## src/shared/fuse_pkg.sv

```systemverilog
/*
 * package for the fuse configuration loader: register offsets, fuse field
 * positions, reset values, cycle counts and the fuse image carrier.
 * assumes a 200 MHz system clock and an 8-bit register port.
 */
package fuse_pkg;

    // ------------------------------------------------------------
    // register port offsets
    // ------------------------------------------------------------
    localparam logic [7:0] OSC_CFG_OFS     = 8'h02;
    localparam logic [7:0] TIMER_CFG_OFS   = 8'h04;
    localparam logic [7:0] SYS_CFG0_OFS    = 8'h05;
    localparam logic [7:0] SYS_CFG1_OFS    = 8'h06;
    localparam logic [7:0] APP_END_OFS     = 8'h07;
    localparam logic [7:0] BOOT_END_OFS    = 8'h08;
    localparam logic [7:0] LOCK_OFS        = 8'h0A;
    localparam logic [7:0] ERASE_CTRL_OFS  = 8'h10;
    localparam logic [7:0] LOADER_STAT_OFS = 8'h11;

    // ------------------------------------------------------------
    // field positions and codes
    // ------------------------------------------------------------
    localparam int          OSC_LOCK_BIT   = 7;
    localparam int          EE_PRESERVE_BIT = 0;
    localparam int          ERASE_GO_BIT   = 0;
    localparam logic [1:0]  FREQ_16M       = 2'h1;
    localparam logic [1:0]  FREQ_20M       = 2'h2;
    localparam logic [1:0]  PIN_GPIO       = 2'h0;
    localparam logic [1:0]  PIN_DEBUG      = 2'h1;
    localparam logic [1:0]  PIN_RESET      = 2'h2;
    localparam logic [1:0]  CRC_NONE       = 2'h3;
    localparam logic [7:0]  UNLOCK_KEY     = 8'hC5;
    localparam logic [7:0]  SYS_CFG0_RESET = 8'hC4;
    localparam logic [7:0]  ZERO_BYTE      = 8'h00;
    localparam logic [15:0] ZERO_ADDR      = 16'h0000;
    localparam logic [15:0] FLASH_BYTES    = 16'h2000;

    // ------------------------------------------------------------
    // timing
    // ------------------------------------------------------------
    localparam int          SYS_CLK_MHZ    = 200;
    localparam int          STARTUP_UNIT_MS = 1;
    localparam int          MS_CYCLES      = STARTUP_UNIT_MS * SYS_CLK_MHZ * 1000;
    localparam logic [9:0]  PIN_HOLD_SLOW  = 10'h300;
    localparam logic [23:0] DELAY_ZERO     = 24'h00_0000;

    // ------------------------------------------------------------
    // fuse image as presented by the fuse array
    // ------------------------------------------------------------
    typedef struct packed {
        logic [7:0] osc_cfg;
        logic [7:0] timer_cfg;
        logic [7:0] sys_cfg0;
        logic [7:0] sys_cfg1;
        logic [7:0] app_end;
        logic [7:0] boot_end;
        logic [7:0] lock;
    } fuse_image_s;

    localparam fuse_image_s IMAGE_RESET = '{8'h02, 8'h00, SYS_CFG0_RESET,
                                           8'h07, 8'h00, 8'h00, 8'h00};

    typedef enum logic [1:0] {
        LOAD_FUSES = 2'b00,
        HOLD_START = 2'b01,
        RUNNING    = 2'b10
    } load_state_e;

endpackage : fuse_pkg

```

## src/core/fuse_config_loader.sv

```systemverilog
/*
 * fuse configuration loader: captures the fuse image after reset and
 * drives the clock, timer, crc scan, flash, reset pin and debug port
 * settings from it, with a plain register port for readback.
 * assumes the fuse image is stable and on the system clock at the first edge
 * after RSTN rises, and that POR_N is asserted together with RSTN at power-on only.
 */
`timescale 1ns/1ps

module fuse_config_loader #(
    parameter int MS_CYCLES = fuse_pkg::MS_CYCLES
) (
    input  wire logic                  SYS_CLK,
    input  wire logic                  RSTN,
    input  wire logic                  POR_N,
    input  wire fuse_pkg::fuse_image_s FUSE_IMAGE,
    input  wire logic [7:0]            CAL16_MAIN,
    input  wire logic [3:0]            CAL16_TEMP,
    input  wire logic [7:0]            CAL20_MAIN,
    input  wire logic [3:0]            CAL20_TEMP,
    input  wire logic                  SLOW_CLK_IN,
    input  wire logic [7:0]            ADDR,
    input  wire logic [7:0]            WDATA,
    input  wire logic                  WR,
    input  wire logic                  RD,
    output logic      [7:0]            RDATA,
    output logic                       OSC_CALIB_LOCK,
    output logic                       FAST_OSC_20M,
    output logic      [7:0]            OSC_MAIN_CALIBRATION,
    output logic      [3:0]            OSC_TEMP_CALIBRATION,
    output logic      [7:0]            TIMER_FAULT_CONTROL,
    output logic      [1:0]            CRC_SCAN_SOURCE,
    output logic                       SCAN_DISABLED,
    output logic      [1:0]            RESET_PIN_FUNCTION,
    output logic                       RESET_PIN_DRIVE_EN,
    output logic                       DEBUG_BUS_BLOCK,
    output logic                       DEVICE_LOCKED,
    output logic                       ERASE_FLASH,
    output logic                       ERASE_EEPROM,
    output logic      [15:0]           BOOT_END_ADDR,
    output logic      [15:0]           APP_END_ADDR,
    output logic                       CPU_RUN
);

    // ------------------------------------------------------------
    // state and captured fuse image
    // ------------------------------------------------------------
    fuse_pkg::load_state_e state;
    fuse_pkg::load_state_e next_state;
    fuse_pkg::fuse_image_s image;
    logic                  por_pending;
    logic [7:0]            lock_write;
    logic [23:0]           delay_count;
    logic [23:0]           delay_target;
    logic                  slow_meta;
    logic                  slow_sync;
    logic                  slow_prev;
    logic [9:0]            slow_count;
    logic                  loading;
    logic                  locked_now;

    assign loading = (state == fuse_pkg::LOAD_FUSES);
    // any value but the key counts as locked
    assign locked_now = (FUSE_IMAGE.lock != fuse_pkg::UNLOCK_KEY);

    // ------------------------------------------------------------
    // load sequencing
    // ------------------------------------------------------------
    // one capture cycle after release, then the start-up delay
    always_comb begin
        next_state = state;
        unique case (state)
            fuse_pkg::LOAD_FUSES: next_state = fuse_pkg::HOLD_START;
            fuse_pkg::HOLD_START: begin
                if (delay_count >= delay_target) begin
                    next_state = fuse_pkg::RUNNING;
                end
            end
            fuse_pkg::RUNNING:    next_state = fuse_pkg::RUNNING;
            default:              next_state = fuse_pkg::LOAD_FUSES;
        endcase
    end

    always_ff @(posedge SYS_CLK or negedge RSTN) begin
        if (!RSTN) begin
            state <= fuse_pkg::LOAD_FUSES;
        end else begin
            state <= next_state;
        end
    end

    // power-on marker survives ordinary resets, cleared once loaded
    always_ff @(posedge SYS_CLK or negedge POR_N) begin
        if (!POR_N) begin
            por_pending <= 1'b1;
        end else if (loading) begin
            por_pending <= 1'b0;
        end
    end

    // ------------------------------------------------------------
    // fuse capture
    // ------------------------------------------------------------
    // ports cannot feed an async reset, so capture on the first edge
    always_ff @(posedge SYS_CLK or negedge RSTN) begin
        if (!RSTN) begin
            image <= fuse_pkg::IMAGE_RESET;
        end else if (loading) begin
            image <= FUSE_IMAGE;
        end
    end

    // oscillator lock and frequency, applied once per reset
    always_ff @(posedge SYS_CLK or negedge RSTN) begin
        if (!RSTN) begin
            OSC_CALIB_LOCK       <= 1'b0;
            FAST_OSC_20M         <= 1'b1;
            OSC_MAIN_CALIBRATION <= fuse_pkg::ZERO_BYTE;
            OSC_TEMP_CALIBRATION <= 4'h0;
        end else if (loading) begin
            OSC_CALIB_LOCK <= FUSE_IMAGE.osc_cfg[fuse_pkg::OSC_LOCK_BIT];
            // reserved codes fall back to 20 MHz
            FAST_OSC_20M   <= (FUSE_IMAGE.osc_cfg[1:0] != fuse_pkg::FREQ_16M);
            if (FUSE_IMAGE.osc_cfg[1:0] == fuse_pkg::FREQ_16M) begin
                OSC_MAIN_CALIBRATION <= CAL16_MAIN;
                OSC_TEMP_CALIBRATION <= CAL16_TEMP;
            end else begin
                OSC_MAIN_CALIBRATION <= CAL20_MAIN;
                OSC_TEMP_CALIBRATION <= CAL20_TEMP;
            end
        end
    end

    // timer defaults sit on the power-on reset only
    always_ff @(posedge SYS_CLK or negedge POR_N) begin
        if (!POR_N) begin
            TIMER_FAULT_CONTROL <= fuse_pkg::ZERO_BYTE;
        end else if (loading && por_pending) begin
            // bits 7:4 pin enables, bits 3:0 default states
            TIMER_FAULT_CONTROL <= FUSE_IMAGE.timer_cfg;
        end
    end

    // scan source, pin function and lock state
    always_ff @(posedge SYS_CLK or negedge RSTN) begin
        if (!RSTN) begin
            CRC_SCAN_SOURCE    <= fuse_pkg::CRC_NONE;
            SCAN_DISABLED      <= 1'b1;
            RESET_PIN_FUNCTION <= fuse_pkg::PIN_DEBUG;
            DEVICE_LOCKED      <= 1'b1;
            DEBUG_BUS_BLOCK    <= 1'b1;
        end else if (loading) begin
            CRC_SCAN_SOURCE    <= FUSE_IMAGE.sys_cfg0[7:6];
            SCAN_DISABLED      <= (FUSE_IMAGE.sys_cfg0[7:6] == fuse_pkg::CRC_NONE);
            RESET_PIN_FUNCTION <= FUSE_IMAGE.sys_cfg0[3:2];
            DEVICE_LOCKED      <= locked_now;
            // blocked until proven open, so no window after reset
            DEBUG_BUS_BLOCK    <= locked_now;
        end
    end

    // ------------------------------------------------------------
    // flash partitioning
    // ------------------------------------------------------------
    // byte addresses of the section ends; above app end is data
    always_ff @(posedge SYS_CLK or negedge RSTN) begin
        if (!RSTN) begin
            BOOT_END_ADDR <= fuse_pkg::FLASH_BYTES;
            APP_END_ADDR  <= fuse_pkg::FLASH_BYTES;
        end else if (loading) begin
            if (FUSE_IMAGE.boot_end == fuse_pkg::ZERO_BYTE) begin
                BOOT_END_ADDR <= fuse_pkg::FLASH_BYTES;
                APP_END_ADDR  <= fuse_pkg::FLASH_BYTES;
            end else begin
                BOOT_END_ADDR <= {FUSE_IMAGE.boot_end, 8'h00};
                if (FUSE_IMAGE.app_end == fuse_pkg::ZERO_BYTE) begin
                    APP_END_ADDR <= fuse_pkg::FLASH_BYTES;
                end else begin
                    // counted from flash start, boot included
                    APP_END_ADDR <= {FUSE_IMAGE.app_end, 8'h00};
                end
            end
        end
    end

    // ------------------------------------------------------------
    // start-up delay
    // ------------------------------------------------------------
    // delay is 0 or 2^(code-1) ms; only a power-on waits
    always_ff @(posedge SYS_CLK or negedge RSTN) begin
        if (!RSTN) begin
            delay_target <= fuse_pkg::DELAY_ZERO;
        end else if (loading) begin
            if (!por_pending || FUSE_IMAGE.sys_cfg1[2:0] == 3'h0) begin
                delay_target <= fuse_pkg::DELAY_ZERO;
            end else begin
                delay_target <= 24'(MS_CYCLES) << (FUSE_IMAGE.sys_cfg1[2:0] - 3'h1);
            end
        end
    end

    always_ff @(posedge SYS_CLK or negedge RSTN) begin
        if (!RSTN) begin
            delay_count <= fuse_pkg::DELAY_ZERO;
            CPU_RUN     <= 1'b0;
        end else begin
            if (state == fuse_pkg::HOLD_START) begin
                delay_count <= delay_count + 24'h00_0001;
            end
            CPU_RUN <= (next_state == fuse_pkg::RUNNING);
        end
    end

    // ------------------------------------------------------------
    // reset pin driver hold-off
    // ------------------------------------------------------------
    // slow clock is foreign, so two flops before the edge detect
    always_ff @(posedge SYS_CLK or negedge RSTN) begin
        if (!RSTN) begin
            slow_meta <= 1'b1;
            slow_sync <= 1'b1;
            slow_prev <= 1'b1; // high, so a clock high at release is no edge
        end else begin
            slow_meta <= SLOW_CLK_IN;
            slow_sync <= slow_meta;
            slow_prev <= slow_sync;
        end
    end

    // counts slow rising edges after every system reset
    always_ff @(posedge SYS_CLK or negedge RSTN) begin
        if (!RSTN) begin
            slow_count         <= 10'h000;
            RESET_PIN_DRIVE_EN <= 1'b0;
        end else begin
            if (slow_count != fuse_pkg::PIN_HOLD_SLOW && slow_sync && !slow_prev) begin
                slow_count <= slow_count + 10'h001;
            end
            // driver only after the hold-off and only as gpio
            RESET_PIN_DRIVE_EN <= (slow_count == fuse_pkg::PIN_HOLD_SLOW)
                                && (RESET_PIN_FUNCTION == fuse_pkg::PIN_GPIO)
                                && !loading;
        end
    end

    // ------------------------------------------------------------
    // chip erase
    // ------------------------------------------------------------
    // a locked part never keeps its eeprom, so no secret survives
    always_ff @(posedge SYS_CLK or negedge RSTN) begin
        if (!RSTN) begin
            ERASE_FLASH  <= 1'b0;
            ERASE_EEPROM <= 1'b0;
        end else begin
            ERASE_FLASH  <= WR && ADDR == fuse_pkg::ERASE_CTRL_OFS
                            && WDATA[fuse_pkg::ERASE_GO_BIT] && !loading;
            ERASE_EEPROM <= WR && ADDR == fuse_pkg::ERASE_CTRL_OFS
                            && WDATA[fuse_pkg::ERASE_GO_BIT] && !loading
                            && (DEVICE_LOCKED
                                || !image.sys_cfg0[fuse_pkg::EE_PRESERVE_BIT]);
        end
    end

    // ------------------------------------------------------------
    // register port
    // ------------------------------------------------------------
    // lock writes are held for the fuse array; effect waits for reset
    always_ff @(posedge SYS_CLK or negedge RSTN) begin
        if (!RSTN) begin
            lock_write <= fuse_pkg::ZERO_BYTE;
        end else if (loading) begin
            lock_write <= FUSE_IMAGE.lock;
        end else if (WR && ADDR == fuse_pkg::LOCK_OFS) begin
            lock_write <= WDATA;
        end
    end

    // read data stands one cycle after the strobe, zero otherwise
    always_ff @(posedge SYS_CLK or negedge RSTN) begin
        if (!RSTN) begin
            RDATA <= fuse_pkg::ZERO_BYTE;
        end else if (RD) begin
            unique case (ADDR)
                fuse_pkg::OSC_CFG_OFS:     RDATA <= image.osc_cfg;
                fuse_pkg::TIMER_CFG_OFS:   RDATA <= image.timer_cfg;
                fuse_pkg::SYS_CFG0_OFS:    RDATA <= image.sys_cfg0;
                fuse_pkg::SYS_CFG1_OFS:    RDATA <= image.sys_cfg1;
                fuse_pkg::APP_END_OFS:     RDATA <= image.app_end;
                fuse_pkg::BOOT_END_OFS:    RDATA <= image.boot_end;
                fuse_pkg::LOCK_OFS:        RDATA <= lock_write;
                fuse_pkg::LOADER_STAT_OFS: RDATA <= {4'h0, RESET_PIN_DRIVE_EN,
                                                     DEBUG_BUS_BLOCK, DEVICE_LOCKED,
                                                     CPU_RUN};
                default:                   RDATA <= fuse_pkg::ZERO_BYTE;
            endcase
        end else begin
            RDATA <= fuse_pkg::ZERO_BYTE;
        end
    end

endmodule : fuse_config_loader

```

## config.mk

```make
export PLATFORM = sky130hd
export DESIGN_NAME = fuse_config_loader
export DESIGN_NICKNAME = d
export VERILOG_FILES = /design/src/shared/fuse_pkg.sv /design/src/core/fuse_config_loader.sv
export SDC_FILE = /design/constraint.sdc
export NUM_CORES = 1
export LEC_CHECK = 0
export BUFFER_PORTS_ARGS = -buffer_cell sky130_fd_sc_hd__buf_2
export CAP_MARGIN = 0
export CORE_MARGIN = 8
export CORE_UTILIZATION = 49
export DETAILED_ROUTE_END_ITERATION = 12
export GPL_TIMING_DRIVEN = 0
export PLACE_DENSITY = 0.79
export SYNTH_ARGS = -nofsm -noshare
export SYNTH_HDL_FRONTEND = slang
export SYNTH_SLANG_ARGS = --single-unit
```

## constraint.sdc

```tcl
create_clock -name SYS_CLK -period 1.9 [get_ports SYS_CLK]
set_clock_uncertainty 0.1 [all_clocks]
set_input_delay 0.38 -clock SYS_CLK [delete_from_list [all_inputs] [get_ports SYS_CLK]]
set_output_delay 0.38 -clock SYS_CLK [all_outputs]
set_load 0.005 [all_outputs]
```

==> impl_results.md <==
- P_leak: between 4 and 5 nW
- Vias in the first global route: 6267
- Mapped Area: 0.00784 mm²
- Crit Path Class: reg -> reg
- Global route overflow: 0
- # diodes: 0
- First-pass GRT wire length: 32300 µm
- Core ar.: 0.0158 mm²
- Post-synth EDFFs: 0
- CTS buffer count: 17
- Synth top area cells: dfrtp_1 (48%), nand2_1 (10%), dfstp_2 (5.4%), ha_1 (4.8%), xnor2_1 (3.1%)
- I/O Buffers: roughly 160
- Rel. slew slack: 57.1%
- Unique masters post-synth: 54
- Crit. path cell count: 5
- Status: completed
- Worst flop-to-flop path startpoint: delay_count[13]$_DFFE_PN0N_
- Crit path buf inv count: 0
- Root buffer cell: clkbuf_16
- Ys async rst share: between 90% and 100%
- Detailed router's first-iteration violation count: 474
- Worst Setup EP: CPU_RUN$_DFF_PN0_
- Fin crit share: 99.3%
- R2R Path End: CPU_RUN$_DFF_PN0_
- FMAX: 530 MHz
- I/O pin cnt: 175
- Cell taking the most area after synthesis: dfrtp_1
- Final instance area: 0.00975 mm²
- Synth Register Bits: ~170
- Post-Synthesis Cells: about 770
- CP max FO: 3
- Crit. Startpoint: delay_count[13]$_DFFE_PN0N_
- Post-place instance area: 0.00899 mm²
- YS warnings: 0
- Fill cells: 1263
- Area delta synth->final: 24.4%
- R2R setup slack: approximately 0.014 ns
- Slowest stage delay, CP: 0.46 ns
- Layout cells sized above 1: 30.0%
- Initial Util: 49.7%
- CP max stage cell: a2111o_1
- Post-DRT Antenna Nets: 0
- Tot GR Track Use: 20.6%
- Final Power: 7.97 mW
- Placer Congestion: 0.888
- Worst r2r path cells: 5
- WL/cell: 17.1 µm
- Post-DP HPWL: between 15000 and 20000 µm
- Post-layout util: 61.8%
- Tightest Pin Transition: roughly 0.64 ns
- CP Cell Sequence: ha_1 > a211oi_2 > nor2_1 > a2111o_1 > a22o_1
- CTS HTree Levels: 4
- Pins Over Slew Limit: 0
- Top delay family on crit path: compound AO/OA/AOI/OAI gates
- DIE WIDTH: 142 µm
- Minimum clock period after layout: around 1.9 ns
- Post-synthesis sequential area ratio: roughly 53%
- Drt drc: 0
- Initial antenna violation count: 0
- MaxCap Viol Count: 0
- Row count: 46
- First drt pass iteration count: 5
- Synthesized area per cell: 10.2 µm²
- Via Count: roughly 6300
- Final layout net count: 1105
- Maximum root-to-sink buffer count: 2
- Die Span Y: 142 µm
- CTS sink cnt: 165
- Critical path endpoint category: register
- Final hold viol count: 0
- Post-synth top flop: dfrtp_1
- CP required: 2.10 ns
- Clock Latency Late Sink: 0.42 ns
- CTS tree: done
- Hold Crit Class: in -> reg
- Total wire length: 20500 µm
- Largest net degree at the start of global routing: 104
- PD cells: just over 800 mW/mm²
- Clock transition at path regs: 0.06 ns
- CP arrival: 2.09 ns
- CP startpoint kind: register
- Routed vias/inst: 5.23
- Peak VDD IR: 665 µV
- Die ar.: 0.0203 mm²
- Final setup fails: 0
- Synth top area share: 47.6%
layout by cell type, fill, tap and decap left out, drive strengths merged, types with 3 or more instances in the layout:
master       Yosys  final
nand2          218    218
buf             28    199
dfrtp          149    149
clkbuf          21     42
o21ai           37     37
inv             31     32
ha              30     30
xnor2           28     28
mux2i           20     20
nand3           17     17
a21oi           17     17
dfstp           16     16
mux2            16     16
conb             1     16
nor2            16     16
nand4           13     13
a22o             9      9
nor4             9      9
mux4             8      8
xor2             8      8
nor3             7      7
o22ai            7      7
and3             6      6
a22oi            6      6
clkinv           0      4
a31oi            4      4
nor3b            4      4
or2              3      3
and2             3      3
nand2b           3      3
and4b            3      3
o32ai            3      3
clkinvlp         0      3
dlygate4sd3      0      3
worst min-delay path by stage:
stage	endpoint	cells after the start	slack [ns]	startpoint
finish	image[34]$_DFFE_PN1P_	3	0.04	FUSE_IMAGE[34]
global route	image[29]$_DFFE_PN0P_	3	0.04	FUSE_IMAGE[29]
CTS	image[34]$_DFFE_PN1P_	3	0.03	FUSE_IMAGE[34]
detailed placement	TIMER_FAULT_CONTROL[3]$_DFFE_PN0P_	1	0.16	POR_N
global placement	TIMER_FAULT_CONTROL[2]$_DFFE_PN0P_	1	0.15	POR_N
floorplan	APP_END_ADDR[10]$_DFFE_PN0P_	0	-0.02	RSTN
per-layer routing:
layer	global-route usage, %	vias up	part of all wire [%]
li1	-	2997	-
met1	26.4	3039	42
met2	33.2	215	48
met3	5.17	35	7.6
met4	7.27	0	2.2
met5	0	-	0
synthesized netlist by cell type (7+ instances only):
master,n
a21oi_1,16
a22o_1,9
buf_4,21
clkbuf_1,21
dfrtp_1,149
dfstp_2,16
ha_1,30
inv_1,31
mux2_2,16
mux2i_1,20
mux4_2,8
nand2_1,218
nand3_1,17
nand4_1,13
nor2_1,16
nor3_1,7
o21ai_0,37
o22ai_1,7
xnor2_1,28
xor2_1,7
power by group:
group          switching [mW]  internal, mW
Combinational           0.416         0.358
Sequential              0.126          3.70
Clock                    1.38          1.98
flip-flops by register name (all words and copies together), names as in the netlist, 2 cells and up:
| register | flops |
|---|---|
| APP_END_ADDR | 8 |
| BOOT_END_ADDR | 8 |
| OSC_MAIN_CALIBRATION | 8 |
| OSC_TEMP_CALIBRATION | 4 |
| RDATA | 8 |
| TIMER_FAULT_CONTROL | 8 |
| delay_count | 24 |
| delay_target | 18 |
| image | 48 |
| lock_write | 8 |
| slow_count | 10 |
| state | 2 |
metrics by stage:
step | setup WS, ns | TNS (ns) | cells | hold slack, ns
floorplan | 0.0960 | 0 | 781 | -0.0156
global placement | -1.91 | -305.37 | 1155 | 0.150
detailed placement | -0.351 | -23.15 | 1156 | 0.155
CTS | 0.00575 | 0 | 1195 | 0.0256
global route | -0.0115 | -0.0196 | 1202 | 0.0395
finish | 0.0140 | 0 | 1202 | 0.0374
logic make-up (layout without fill, tap and decap cells):
family | count (synthesis) | after routing | synth area share (%)
AND/OR/NAND/NOR | 312 | 312 | 18.2
adder cells (fa/ha/maj) | 30 | 30 | 4.79
AO/OA/AOI/OAI | 98 | 98 | 7.92
other | 1 | 16 | 0.0478
multiplexers | 44 | 44 | 7.15
XOR/XNOR | 36 | 36 | 4.12
buffers and inverters | 80 | 285 | 4.87
flip-flops | 165 | 165 | 52.9
area by class of cell:
class | count | area (µm²) | area share [%]
Tap cell | 216 | 270 | 2.77
Inverter | 31 | 116 | 1.19
Clock inverter | 10 | 126 | 1.30
Buffer | 49 | 288 | 2.95
Clock buffer | 22 | 454 | 4.66
Multi-Input combinational cell | 536 | 3400 | 34.9
Sequential cell | 165 | 4150 | 42.6
Timing Repair Buffer | 173 | 937 | 9.61
worst reg2reg max path, stage by stage (launching register included):
cell and delay, ns:
dfrtp_1 0.39, ha_1 0.32, a211oi_2 0.19, nor2_1 0.08
a2111o_1 0.46, a22o_1 0.22
what timing repair did:
item / 4_1_cts / 5_1_grt
endpoints found under the hold margin: 62 / 0
pin swaps: 2 / 4
resized for setup: 17 / 13
setup buffers: 4 / 7
endpoints found under the setup margin: 93 / 98
hold buffers: 3 / 0
No activity file was read; power rests on OpenSTA's default activity.
